--- config.mk ---
export PLATFORM = sky130hd
export DESIGN_NAME = spb_top
export DESIGN_NICKNAME = d
export VERILOG_FILES = /design/src/rtl/spb_pkg.sv /design/src/rtl/spb_top.sv /design/src/rtl/spb_div.sv /design/src/rtl/spb_sync.sv
export SDC_FILE = /design/constraint.sdc
export NUM_CORES = 1
export LEC_CHECK = 0
export ABC_AREA = 1
export BUFFER_PORTS_ARGS = -buffer_cell sky130_fd_sc_hd__buf_2
export CAP_MARGIN = 10
export CORE_ASPECT_RATIO = 0.7
export CORE_UTILIZATION = 44
export DETAILED_ROUTE_END_ITERATION = 8
export HOLD_SLACK_MARGIN = 0.1
export PLACE_DENSITY = 0.73
export SLEW_MARGIN = 20
export SYNTH_ARGS = -nofsm -noshare
export SYNTH_HDL_FRONTEND = slang
export SYNTH_SLANG_ARGS = --single-unit
--- constraint.sdc ---
create_clock -name clk_i -period 1.6 [get_ports clk_i]
set_clock_uncertainty 0.2 [all_clocks]
set_input_delay 0.08 -clock clk_i [delete_from_list [all_inputs] [get_ports clk_i]]
set_output_delay 0.08 -clock clk_i [all_outputs]
set_load 0.01 [all_outputs]
--- src/rtl/spb_pkg.sv ---
package spb_pkg;
   localparam logic [3:0] ADDR_CTRL     = 4'h0;
   localparam logic [3:0] ADDR_BUF      = 4'h1;
   localparam logic [3:0] ADDR_RATE     = 4'h2;
   localparam logic [3:0] ADDR_RELOAD   = 4'h3;
   localparam logic [3:0] ADDR_POWER    = 4'h4;
   localparam logic [3:0] ADDR_IRQ_STAT = 4'h5;
   localparam logic [3:0] ADDR_IRQ_MASK = 4'h6;
   localparam logic [3:0] ADDR_STATUS   = 4'h7;
   // Control register fields
   localparam int CTRL_MODE_HI = 7;
   localparam int CTRL_MODE_LO = 6;
   localparam int CTRL_RX_EN   = 4;
   localparam int CTRL_TX_DONE = 1;
   localparam int CTRL_RX_DONE = 0;
   // Rate control fields
   localparam int RATE_RUN    = 4;
   localparam int RATE_TX_SRC = 3;
   localparam int RATE_RX_SRC = 2;
   localparam int RATE_BYPASS = 1;
   localparam int RATE_M0_SRC = 0;
   localparam int POWER_DOUBLE = 7;
   localparam logic [7:0] CTRL_RST   = 8'h00;
   localparam logic [7:0] RATE_RST   = 8'h00;
   localparam logic [7:0] RELOAD_RST = 8'h00;
   localparam logic [7:0] POWER_RST  = 8'h00;
   localparam logic [7:0] ZERO8      = 8'h00;
   localparam logic [7:0] ONES8      = 8'hFF;
   localparam logic [2:0] PRE_DIV_LAST = 3'h5;
   localparam logic [3:0] BITS_LAST    = 4'h7;
   typedef enum logic [1:0] {
      MODE_SHIFT = 2'b00,
      MODE_U8V   = 2'b01,
      MODE_U9F   = 2'b10,
      MODE_U9V   = 2'b11
   } spb_mode_e;
   typedef enum logic [2:0] {
      ST_IDLE = 3'b001,
      ST_HIGH = 3'b010,
      ST_LOW  = 3'b100
   } spb_state_e;
endpackage : spb_pkg

--- src/rtl/spb_top.sv ---
// Design decisions made here: the strobed register port and the register addresses.
`timescale 1ns/100ps
`default_nettype none
module spb_top (
   input  wire logic       clk_i,
   input  wire logic       rst_i,
   // Register port
   input  wire logic [3:0] addr_i,
   input  wire logic [7:0] wdata_i,
   input  wire logic       wr_i,
   input  wire logic       rd_i,
   output logic [7:0]      rdata_o,
   // External baud timer overflow, same clock domain
   input  wire logic       timer_ovf_i,
   // Pins
   input  wire logic       data_pin_i,
   output logic            data_pin_o,
   output logic            data_pin_oe_o,
   output logic            shift_clk_o,
   // Baud ticks for the asynchronous framer
   output logic            tx_baud_tick_o,
   output logic            rx_baud_tick_o,
   output logic            irq_o
);
   import spb_pkg::*;

   // ==========================================
   // Registers
   logic [7:0] serial_control_reg;
   logic [7:0] rate_control_reg;
   logic [7:0] power_control_reg;
   logic [7:0] reload_r;
   logic [7:0] serial_buffer;
   logic [7:0] shift_r;
   logic [1:0] irq_stat_r;
   logic [1:0] irq_mask_r;
   logic [3:0] bit_r;
   spb_state_e state_r;
   logic       is_rx_r;
   logic       data_in;
   logic       gen_ovf;
   logic       div6;
   logic       wr_ctrl;
   logic       wr_buf;
   spb_mode_e  mode;
   logic       mode_sel_hi;
   logic       mode_sel_lo;
   logic       baud_double_bit;
   logic       prescale_bypass_bit;
   logic       rate_gen_run_bit;
   logic       shift_mode_rate_src;
   logic       rx_rate_src;
   logic       tx_rate_src;
   logic       tx_set;
   logic       rx_set;
   logic       m0_tick;
   logic       rx_start;
   logic       tx_half_r;
   logic       rx_half_r;
   logic       gen_tick;
   logic       tim_tick;

   assign mode_sel_hi         = serial_control_reg[CTRL_MODE_HI];
   assign mode_sel_lo         = serial_control_reg[CTRL_MODE_LO];
   assign mode                = spb_mode_e'({mode_sel_hi, mode_sel_lo});
   assign baud_double_bit     = power_control_reg[POWER_DOUBLE];
   assign prescale_bypass_bit = rate_control_reg[RATE_BYPASS];
   assign rate_gen_run_bit    = rate_control_reg[RATE_RUN];
   assign shift_mode_rate_src = rate_control_reg[RATE_M0_SRC];
   assign rx_rate_src         = rate_control_reg[RATE_RX_SRC];
   assign tx_rate_src         = rate_control_reg[RATE_TX_SRC];
   assign wr_ctrl = wr_i && (addr_i == ADDR_CTRL);
   assign wr_buf  = wr_i && (addr_i == ADDR_BUF);

   // ==========================================
   // Baud sources
   spb_div u_div (
      .clk_i    (clk_i),
      .rst_i    (rst_i),
      .run_i    (rate_gen_run_bit),
      .bypass_i (prescale_bypass_bit),
      .reload_i (reload_r),
      .div6_o   (div6),
      .ovf_o    (gen_ovf)
   );

   spb_sync u_sync (
      .clk_i (clk_i),
      .rst_i (rst_i),
      .pin_i (data_pin_i),
      .lvl_o (data_in)
   );

   // Without doubling every second overflow counts; doubling uses every one
   always_ff @(posedge clk_i) begin
      if (rst_i) begin
         tx_half_r <= 1'b0;
         rx_half_r <= 1'b0;
      end else begin
         if (gen_ovf) begin
            tx_half_r <= ~tx_half_r;
         end
         if (timer_ovf_i) begin
            rx_half_r <= ~rx_half_r;
         end
      end
   end
   assign gen_tick = gen_ovf && (baud_double_bit || tx_half_r);
   assign tim_tick = timer_ovf_i && (baud_double_bit || rx_half_r);

   // Timer source is only honoured in the variable-rate UART modes
   always_ff @(posedge clk_i) begin
      if (rst_i) begin
         tx_baud_tick_o <= 1'b0;
         rx_baud_tick_o <= 1'b0;
      end else if (mode == MODE_U8V || mode == MODE_U9V) begin
         tx_baud_tick_o <= tx_rate_src ? gen_tick : tim_tick;
         rx_baud_tick_o <= rx_rate_src ? gen_tick : tim_tick;
      end else begin
         tx_baud_tick_o <= 1'b0;
         rx_baud_tick_o <= 1'b0;
      end
   end

   assign m0_tick = shift_mode_rate_src ? gen_tick : div6;

   // ==========================================
   // Mode 0 shift engine
   // Mode bits come from the written value, so one write may also leave a UART mode
   assign rx_start = wr_ctrl && !wdata_i[CTRL_MODE_HI] && !wdata_i[CTRL_MODE_LO]
                     && wdata_i[CTRL_RX_EN] && !wdata_i[CTRL_RX_DONE];
   assign tx_set = (state_r == ST_LOW) && m0_tick && (bit_r == BITS_LAST) && !is_rx_r;
   assign rx_set = (state_r == ST_LOW) && m0_tick && (bit_r == BITS_LAST) && is_rx_r;

   always_ff @(posedge clk_i) begin
      if (rst_i) begin
         state_r       <= ST_IDLE;
         bit_r         <= 4'h0;
         is_rx_r       <= 1'b0;
         shift_r       <= ZERO8;
         shift_clk_o   <= 1'b1;
         data_pin_o    <= 1'b1;
         data_pin_oe_o <= 1'b0;
         serial_buffer <= ZERO8;
      end else begin
         unique case (state_r)
            ST_IDLE: begin
               shift_clk_o <= 1'b1;
               if (mode == MODE_SHIFT && wr_buf) begin
                  state_r       <= ST_HIGH;
                  is_rx_r       <= 1'b0;
                  bit_r         <= 4'h0;
                  shift_r       <= wdata_i;
                  data_pin_o    <= wdata_i[0];
                  data_pin_oe_o <= 1'b1;
               end else if (rx_start) begin
                  state_r       <= ST_HIGH;
                  is_rx_r       <= 1'b1;
                  bit_r         <= 4'h0;
                  data_pin_oe_o <= 1'b0;
               end
            end
            ST_HIGH: begin
               if (m0_tick) begin
                  state_r     <= ST_LOW;
                  shift_clk_o <= 1'b0;
               end
            end
            ST_LOW: begin
               if (m0_tick) begin
                  shift_clk_o <= 1'b1;
                  if (is_rx_r) begin
                     shift_r <= {data_in, shift_r[7:1]};
                  end
                  if (bit_r == BITS_LAST) begin
                     state_r <= ST_IDLE;
                     if (is_rx_r) begin
                        serial_buffer <= {data_in, shift_r[7:1]};
                     end else begin
                        data_pin_o <= 1'b1;
                     end
                  end else begin
                     state_r <= ST_HIGH;
                     bit_r   <= bit_r + 4'h1;
                     if (!is_rx_r) begin
                        shift_r    <= {1'b1, shift_r[7:1]};
                        data_pin_o <= shift_r[1];
                     end
                  end
               end
            end
         endcase
         // A write while a byte is on the wire is dropped, so a capture is never lost
         if (wr_buf && state_r == ST_IDLE) begin
            serial_buffer <= wdata_i;
         end
      end
   end

   // ==========================================
   // Software registers; hardware flag set wins over software clear
   always_ff @(posedge clk_i) begin
      if (rst_i) begin
         serial_control_reg <= CTRL_RST;
      end else begin
         if (wr_ctrl) begin
            serial_control_reg <= wdata_i;
         end
         if (tx_set) begin
            serial_control_reg[CTRL_TX_DONE] <= 1'b1;
         end
         if (rx_set) begin
            serial_control_reg[CTRL_RX_DONE] <= 1'b1;
         end
      end
   end

   always_ff @(posedge clk_i) begin
      if (rst_i) begin
         rate_control_reg  <= RATE_RST;
         power_control_reg <= POWER_RST;
         reload_r          <= RELOAD_RST;
         irq_mask_r        <= 2'b00;
      end else if (wr_i) begin
         if (addr_i == ADDR_RATE) begin
            rate_control_reg <= wdata_i;
         end
         if (addr_i == ADDR_POWER) begin
            power_control_reg <= wdata_i;
         end
         if (addr_i == ADDR_RELOAD) begin
            reload_r <= wdata_i;
         end
         if (addr_i == ADDR_IRQ_MASK) begin
            irq_mask_r <= wdata_i[1:0];
         end
      end
   end

   always_ff @(posedge clk_i) begin
      if (rst_i) begin
         irq_stat_r <= 2'b00;
         irq_o      <= 1'b0;
      end else begin
         irq_stat_r[1] <= tx_set || (irq_stat_r[1] &&
                          !(wr_i && addr_i == ADDR_IRQ_STAT && wdata_i[1]));
         irq_stat_r[0] <= rx_set || (irq_stat_r[0] &&
                          !(wr_i && addr_i == ADDR_IRQ_STAT && wdata_i[0]));
         irq_o <= |(irq_stat_r & irq_mask_r);
      end
   end

   always_ff @(posedge clk_i) begin
      if (rst_i) begin
         rdata_o <= ZERO8;
      end else if (rd_i) begin
         unique case (addr_i)
            ADDR_CTRL:     rdata_o <= serial_control_reg;
            ADDR_BUF:      rdata_o <= serial_buffer;
            ADDR_RATE:     rdata_o <= rate_control_reg;
            ADDR_RELOAD:   rdata_o <= reload_r;
            ADDR_POWER:    rdata_o <= power_control_reg;
            ADDR_IRQ_STAT: rdata_o <= {6'h00, irq_stat_r};
            ADDR_IRQ_MASK: rdata_o <= {6'h00, irq_mask_r};
            ADDR_STATUS:   rdata_o <= {5'h00, state_r};
            default:       rdata_o <= ZERO8;
         endcase
      end else begin
         rdata_o <= ZERO8;
      end
   end

   // ==========================================
   // Checks
   a_tx_done_set: assert property (@(posedge clk_i) disable iff (rst_i)
      tx_set |=> serial_control_reg[CTRL_TX_DONE] && data_pin_o)
      else $error("transmit end did not set flag and idle data high");
   a_rx_done_set: assert property (@(posedge clk_i) disable iff (rst_i)
      rx_set |=> serial_control_reg[CTRL_RX_DONE])
      else $error("receive end did not set flag");
   a_tx_start: assert property (@(posedge clk_i) disable iff (rst_i)
      (state_r == ST_IDLE && mode == MODE_SHIFT && wr_buf)
      |=> state_r == ST_HIGH && data_pin_o == $past(wdata_i[0]) && data_pin_oe_o)
      else $error("buffer write did not start shift transmit");
   a_lsb_first: assert property (@(posedge clk_i) disable iff (rst_i)
      (state_r == ST_LOW && m0_tick && !is_rx_r && bit_r != BITS_LAST)
      |=> data_pin_o == $past(shift_r[1]))
      else $error("next bit not taken from low end");
   a_clk_phase: assert property (@(posedge clk_i) disable iff (rst_i)
      state_r == ST_LOW |-> !shift_clk_o)
      else $error("shift clock not low in low phase");
   a_idle_clock: assert property (@(posedge clk_i) disable iff (rst_i)
      (state_r == ST_IDLE && $past(state_r) == ST_IDLE) |-> shift_clk_o)
      else $error("shift clock moved while idle");
   a_gen_halt: assert property (@(posedge clk_i) disable iff (rst_i)
      !rate_gen_run_bit ##1 !rate_gen_run_bit |-> !gen_ovf)
      else $error("generator overflowed while halted");
   a_timer_mode: assert property (@(posedge clk_i) disable iff (rst_i)
      (mode == MODE_SHIFT || mode == MODE_U9F) |=> !tx_baud_tick_o && !rx_baud_tick_o)
      else $error("uart tick in a mode without variable rate");
   a_m0_fixed: assert property (@(posedge clk_i) disable iff (rst_i)
      (!shift_mode_rate_src && state_r == ST_HIGH && !div6) |=> state_r == ST_HIGH)
      else $error("fixed shift rate advanced off divide by six");

   // ==========================================
   // Transfer, idle and source checks
   a_rx_start: assert property (@(posedge clk_i) disable iff (rst_i)
      (state_r == ST_IDLE && rx_start) |=> state_r == ST_HIGH && is_rx_r && !data_pin_oe_o)
      else $error("receive start did not release data pin");
   a_rx_capture: assert property (@(posedge clk_i) disable iff (rst_i)
      rx_set |=> serial_buffer == {$past(data_in), $past(shift_r[7:1])})
      else $error("received byte not placed in buffer");
   a_end_idle: assert property (@(posedge clk_i) disable iff (rst_i)
      (tx_set || rx_set) |=> state_r == ST_IDLE && shift_clk_o)
      else $error("transfer end did not return to idle");
   a_bit_range: assert property (@(posedge clk_i) disable iff (rst_i)
      state_r != ST_IDLE |-> bit_r <= BITS_LAST)
      else $error("bit counter past eighth bit");
   a_idle_shift: assert property (@(posedge clk_i) disable iff (rst_i)
      (state_r == ST_IDLE && !wr_buf) |=> $stable(shift_r))
      else $error("shift register moved while idle");
   a_idle_flags: assert property (@(posedge clk_i) disable iff (rst_i)
      (state_r == ST_IDLE && !wr_ctrl) |=> $stable(serial_control_reg[CTRL_TX_DONE])
      && $stable(serial_control_reg[CTRL_RX_DONE]))
      else $error("done flag changed while idle");
   a_high_clock: assert property (@(posedge clk_i) disable iff (rst_i)
      state_r == ST_HIGH |-> shift_clk_o)
      else $error("shift clock not high in high phase");
   a_buf_locked: assert property (@(posedge clk_i) disable iff (rst_i)
      (wr_buf && state_r != ST_IDLE && !rx_set) |=> $stable(serial_buffer))
      else $error("buffer written during transfer");
   a_tx_src: assert property (@(posedge clk_i) disable iff (rst_i)
      (mode == MODE_U8V || mode == MODE_U9V)
      |=> tx_baud_tick_o == $past(tx_rate_src ? gen_tick : tim_tick))
      else $error("transmit tick from wrong source");
   a_rx_src: assert property (@(posedge clk_i) disable iff (rst_i)
      (mode == MODE_U8V || mode == MODE_U9V)
      |=> rx_baud_tick_o == $past(rx_rate_src ? gen_tick : tim_tick))
      else $error("receive tick from wrong source");
   a_m0_gen: assert property (@(posedge clk_i) disable iff (rst_i)
      (shift_mode_rate_src && state_r == ST_HIGH && !gen_tick) |=> state_r == ST_HIGH)
      else $error("variable shift rate advanced off generator");
   a_tx_status: assert property (@(posedge clk_i) disable iff (rst_i)
      tx_set |=> irq_stat_r[1])
      else $error("transmit end did not set status bit");
   a_rx_status: assert property (@(posedge clk_i) disable iff (rst_i)
      rx_set |=> irq_stat_r[0])
      else $error("receive end did not set status bit");
endmodule : spb_top
`default_nettype wire

--- src/rtl/spb_div.sv ---
`timescale 1ns/100ps
`default_nettype none
// Divide-by-6 enable and auto-reload overflow counter
module spb_div (
   input  wire logic       clk_i,
   input  wire logic       rst_i,
   input  wire logic       run_i,
   input  wire logic       bypass_i,
   input  wire logic [7:0] reload_i,
   output logic            div6_o,
   output logic            ovf_o
);
   import spb_pkg::*;
   logic [2:0] pre_r;
   logic [7:0] cnt_r;
   logic       step;

   always_ff @(posedge clk_i) begin
      if (rst_i || pre_r == PRE_DIV_LAST) begin
         pre_r <= 3'h0;
      end else begin
         pre_r <= pre_r + 3'h1;
      end
   end
   assign div6_o = (pre_r == PRE_DIV_LAST);

   assign step = run_i && (bypass_i || div6_o);
   always_ff @(posedge clk_i) begin
      if (rst_i) begin
         cnt_r <= ZERO8;
         ovf_o <= 1'b0;
      end else begin
         ovf_o <= step && (cnt_r == ONES8);
         if (step) begin
            cnt_r <= (cnt_r == ONES8) ? reload_i : cnt_r + 8'h01;
         end
      end
   end
endmodule : spb_div
`default_nettype wire

--- src/rtl/spb_sync.sv ---
`timescale 1ns/100ps
`default_nettype none
// Three-stage pin synchroniser; a change counts once stages two and three agree
module spb_sync (
   input  wire logic clk_i,
   input  wire logic rst_i,
   input  wire logic pin_i,
   output logic      lvl_o
);
   logic s1_r;
   logic s2_r;
   logic s3_r;
   always_ff @(posedge clk_i) begin
      if (rst_i) begin
         s1_r  <= 1'b1;
         s2_r  <= 1'b1;
         s3_r  <= 1'b1;
         lvl_o <= 1'b1;
      end else begin
         s1_r <= pin_i;
         s2_r <= s1_r;
         s3_r <= s2_r;
         if (s2_r == s3_r) begin
            lvl_o <= s3_r;
         end
      end
   end
endmodule : spb_sync
`default_nettype wire

# [Word level (Yosys, flattened, before mapping)]
# Cells that the tools add are included.
[word_totals] regBits=92 input_bits=18
[classes] n_mux=43 add_sub_neg=3 n_eq_ne=22 reduce_logical=58 bitwise=5
[op_table] operator="$mux W8" n=11
[op_table] operator="$pmux W8 S8" n=1
[op_table] operator="$logic_and A1 B1 Y1" n=21
[op_table] operator="$eq A4 B3 Y1 const B" n=5
[op_table] operator="$mux W1" n=16
[op_table] operator="$mux W4" n=4
[op_table] operator="$pmux W8 S2" n=1
[op_table] operator="$reduce_bool A2 Y1" n=8
[op_table] operator="$mux W3" n=4
[op_table] operator="$reduce_and A2 Y1" n=6
[op_table] operator="$reduce_and A4 Y1" n=3
[op_table] operator="$ne A2 B2 Y1 const B" n=5
[op_table] operator="$pmux W3 S3" n=1
[op_table] operator="$add A8 B1 Y8 const B" n=1
[op_table] operator="$eq A4 B2 Y1 const B" n=2
[op_table] operator="$eq A8 B8 Y1 const B" n=1
[op_table] operator="$pmux W4 S2" n=1
[op_table] operator="$logic_or A1 B1 Y1" n=7
[op_table] operator="$eq A3 B3 Y1 const B" n=2
[op_table] operator="$logic_not A1 Y1" n=6
[op_table] operator="$reduce_and A3 Y1" n=2
[op_table] operator="$reduce_or A2 Y1" n=3
[op_table] operator="$add A4 B1 Y4 const B" n=1
[op_table] operator="$eq A4 B1 Y1 const B" n=1
[op_table] operator="14 further kinds" n=18

# [Logic depth before layout (Yosys ltp)]
[logic_depth] ltp_word=9 depth_mapped=11 mapped_depth_nobuf=11

# [Modules after synthesis]
# Synthesis repeated with hierarchy kept, for this count alone.
[unflattened] hier_cells=585 hier_area_um2=4291.6
[modules_own_cells] mod="spb_top" seq_area_each_um2=1501.4 instances=1 area_each_um2=3453.3 cells_per_inst=475
[modules_own_cells] mod="spb_div" seq_area_each_um2=240.2 instances=1 area_each_um2=709.4 cells_per_inst=95
[modules_own_cells] mod="spb_sync" seq_area_each_um2=80.1 instances=1 area_each_um2=128.9 cells_per_inst=15

# [Worst setup path after synthesis]
# No wires, ideal clock.
[synth_timing] path_type="register -> register" start="register u_div.cnt_r[0]" end="register u_div.cnt_r[3]" required_time_ns=1.271 stages_incl_launch_ff=9 path_buffers=0 arrival_ns=1.353 setup_time_ns=0.129 setup_slack_ns=-0.082 path_cell_list="dfxtp_1 -> ha_1 -> nand2_1 -> nor2_1 -> nand3_1 -> nor2_2 -> nand2_1 -> o21ai_0 -> nor3_1"
[synth_between] elab_chain_cells=2
[synth_rtl] element="start, declared" line="spb_div.sv:15" rtl="logic [7:0] cnt_r;"
[synth_rtl] element="start signal, assigned" line="spb_div.sv:35" rtl="cnt_r <= (cnt_r == ONES8) ? reload_i : cnt_r + 8'h01;"
[synth_rtl] element="$add A8 B1 Y8 or $eq A8 B8 Y1 (tied branches)" line="spb_div.sv:35"
[synth_rtl] element="$mux W8 (*)" line="spb_div.sv:35"
# Mark *: on every way between the ends. The rest lies on a longest branch, timed or not.
# A chain may end at the register's enable or synchronous reset.

# [Worst setup path after layout]
[layout_timing] start="register bit_r[0]" end="register serial_buffer[4]"
[layout_between] elab_chain_cells=3
[layout_rtl] element="start, declared" line="spb_top.sv:37" rtl="logic [3:0] bit_r;"
[layout_rtl] element="start signal, assigned" line="spb_top.sv:184" rtl="bit_r <= bit_r + 4'h1;"
[layout_rtl] element="$eq A4 B3 Y1" line="spb_top.sv:175" rtl="if (bit_r == BITS_LAST) begin"
[layout_rtl] element="$reduce_bool A2 Y1 (no source line)"
[layout_rtl] element="$reduce_and A4 Y1 (no source line)"
[layout_rtl] element="end signal, assigned" line="spb_top.sv:178" rtl="serial_buffer <= {data_in, shift_r[7:1]};"
[layout_rtl] element="end signal, assigned" line="spb_top.sv:195" rtl="serial_buffer <= wdata_i;"
[layout_rtl] element="end, declared" line="spb_top.sv:33" rtl="logic [7:0] serial_buffer;"
# Every way passes these cells.

==> metrics <==
vias in the first global route 4023; CP peak stage delay 0.35 ns; RSZ-0062 raised after global routing true; Yosys reg bits 91; fin crit period 1.64 ns; Cell Chain, Critical Path ha_4 -> nand2_4 -> nor2_4 -> buf_6 -> nand2_8 -> nor2_4 -> nand2_2 -> nand2_2 -> inv_4 -> nor2_1 -> nor2_1; Syn. warnings 0; Post-Synthesis Cells 567; Placed Cells 747; Layout Nets 704; layout cells sized above 1 31.1%; Area Overhead vs Synth 38.0%; Initial Util 46.0%; Worst Path Max Fanout 8; Rows 29; Vias 4376; Critical-path top delay cell dfxtp_2; Setup violations, final 20; First-pass DRT Iterations 6; failing checks negative setup slack; Placer Congestion 0.942; diodes inserted 0; Worst setup SP type flop; simple-gate share of the synthesized area 24.1%; Syn Std Cell Area 4230 um^2; Yosys top cell area share 43.1%; CTS root buffer clkbuf_16; Hold WS 0.118 ns; Setup TNS Final -0.352 ns; mux cell area share after synthesis 0%; asr flop ratio synth 0%; Hold WC Path Type primary input to flop; GRT Residual Overflow 0; largest net degree at the start of global routing 20; synthesized-area fraction occupied by adder cells 1.18%; xor-xnor portion of the synthesized cell area 0.829%; largest family of logic cells by synthesized area simple AND/OR/NAND/NOR gates; WP data required 1.64 ns; Leak 2.35 nW; leading cell type in the layout, fill and taps excluded dfxtp_1; Worst-Margin Slew 0.908 ns; most frequent cells in the layout dfxtp_1 (80), inv_1 (71), nand2_1 (71); MaxCap Viol Count 0; vias per inst 5.40; crit end category flop; Post-Syn Nets 589; grt met1 use 34.3%; cell taking the most area after synthesis dfxtp_1; I/O Buffers 31; Die Wd 119 um; Post-synth EDFFs 0; endpoints failing hold 0; first-pass GRT wire length 19700 um; DR iter-0 viols 375; fin worst setup slack -0.0351 ns; max-slew violation count 0; GR peak layer met2; period utilization 102%; Non-Filler Instances 811; status complete, but fails checks; GR Util met3 8.27%; post-synthesis compound-gate area fraction 20.7%; Top FF cell, synth dfxtp_1; worst setup path class flop to flop; CTS Buf Count 9; Placeable Area 9180 um^2; Slew HR 39.5%; H-Tree Depth 3; Antenna Nets Post-Route 0; fmax 0.612 GHz; DRC violations left 0; Worst-path clk slew 0.07 ns; IO Count 32; GRT Overall Usage 25.5%; final WL 12700 um; met2 usage 38.6%; DIE AREA 10000 um^2; maximum VDD drop 0.000501 V; WP data arrival 1.68 ns; initial antenna violation count 0; CTS tree done; post-detail-place hpwl 8150 um; Avg Inst Size Synth 7.45 um^2; Synth cell types 39; clock sinks 91; PD cells 873 nW/um^2; Clock Latency Late Sink 0.35 ns; DIE HEIGHT 84 um; CTS max path bufs 2; register area share after synthesis 43.1%; largest cells by area after synthesis dfxtp_1 (43%), o21ai_0 (8.1%), nand2_1 (7.9%), a21oi_1 (6.9%), inv_1 (6.7%); Avg WL per Cell 15.7 um
==> final timing paths <==
check / start / end / slack, ns / depth (start not counted)
setup / recovery: bit_r[0] / serial_buffer[4] / -0.04 / 11
setup reg to reg: bit_r[0] / serial_buffer[4] / -0.04 / 11
hold reg to reg: u_sync.s1_r / u_sync.s2_r / 0.21 / 1
hold / removal: rst_i / serial_control_reg[2] / 0.12 / 5
==> worst max-delay path: cells and delay by family (launching register included) <==
| kind | cells | cell delay, ns |
|---|---|---|
| buf+inv | 2 | 0.20 |
| fa+ha+maj | 1 | 0.15 |
| simple gates | 8 | 0.63 |
| flops | 1 | 0.35 |
==> metrics by stage <==
step                instance area [um^2]  worst slack [ns]  utilization [%]  power [mW]
finish                              5830           -0.0351             63.5        5.09
global route                        5830            -0.136             63.5        5.29
CTS                                 5520           -0.0189             60.1        5.04
detailed placement                  4770            -0.150             51.9        2.94
global placement                    4770           -0.0780             51.9        2.92
floorplan                           4250           -0.0121                -        2.74
==> cell families (layout without fill, tap and decap cells) <==
family,count (synthesis),after routing
simple gates,209,210
compound gates,160,160
buf+inv,99,218
flops,91,91
fa+ha+maj,4,4
xor+xnor,4,4
==> per-layer routing <==
metal	wire (um)	vias to the layer above
li1	-	2118
met4	232	0
met2	5670	194
met3	1190	25
met5	0	-
met1	5630	2039
==> synth_stat cells, types with 2 or more instances <==
cell       instances
o211ai_1           2
nand3_2            2
nor3_1             4
buf_6              3
o22ai_1           14
a21oi_1           58
nand2_4            3
dfxtp_1           91
inv_2              5
nand3_4            3
nand4_1            8
nor2_2             4
o21ai_1            4
nor2_1            50
or2_2              4
clkbuf_1           5
xnor2_1            3
a211oi_1           4
a31oi_1            4
nand2_2            3
buf_4              4
inv_1             76
o2bb2ai_1          2
ha_1               4
nand3_1           31
nand2_1           89
nor2_4             4
o21ai_0           68
buf_2              5
==> timing repair <==
action,CTS,global route
pin swaps,21,18
hold buffers,26,0
setup buffers,8,10
gates resized for setup,52,66
endpoints found under the setup margin,30,44
gates cloned,1,4
hold endpoints to repair,69,0
==> layout make-up <==
cell class	count	area, um^2
Multi-Input combinational cell	378	2260
Timing Repair Buffer	121	975
Clock buffer	10	239
Fill cell	744	3350
Sequential cell	91	1840
Clock inverter	6	46.3
Inverter	81	317
Tap cell	124	155
==> where the power goes <==
group	internal, mW	switching (mW)
logic	0.280	0.387
registers	2.33	0.0559
clock network	1.11	0.926
total	3.72	1.37
Note: power is estimated with default switching activity, not from simulation.
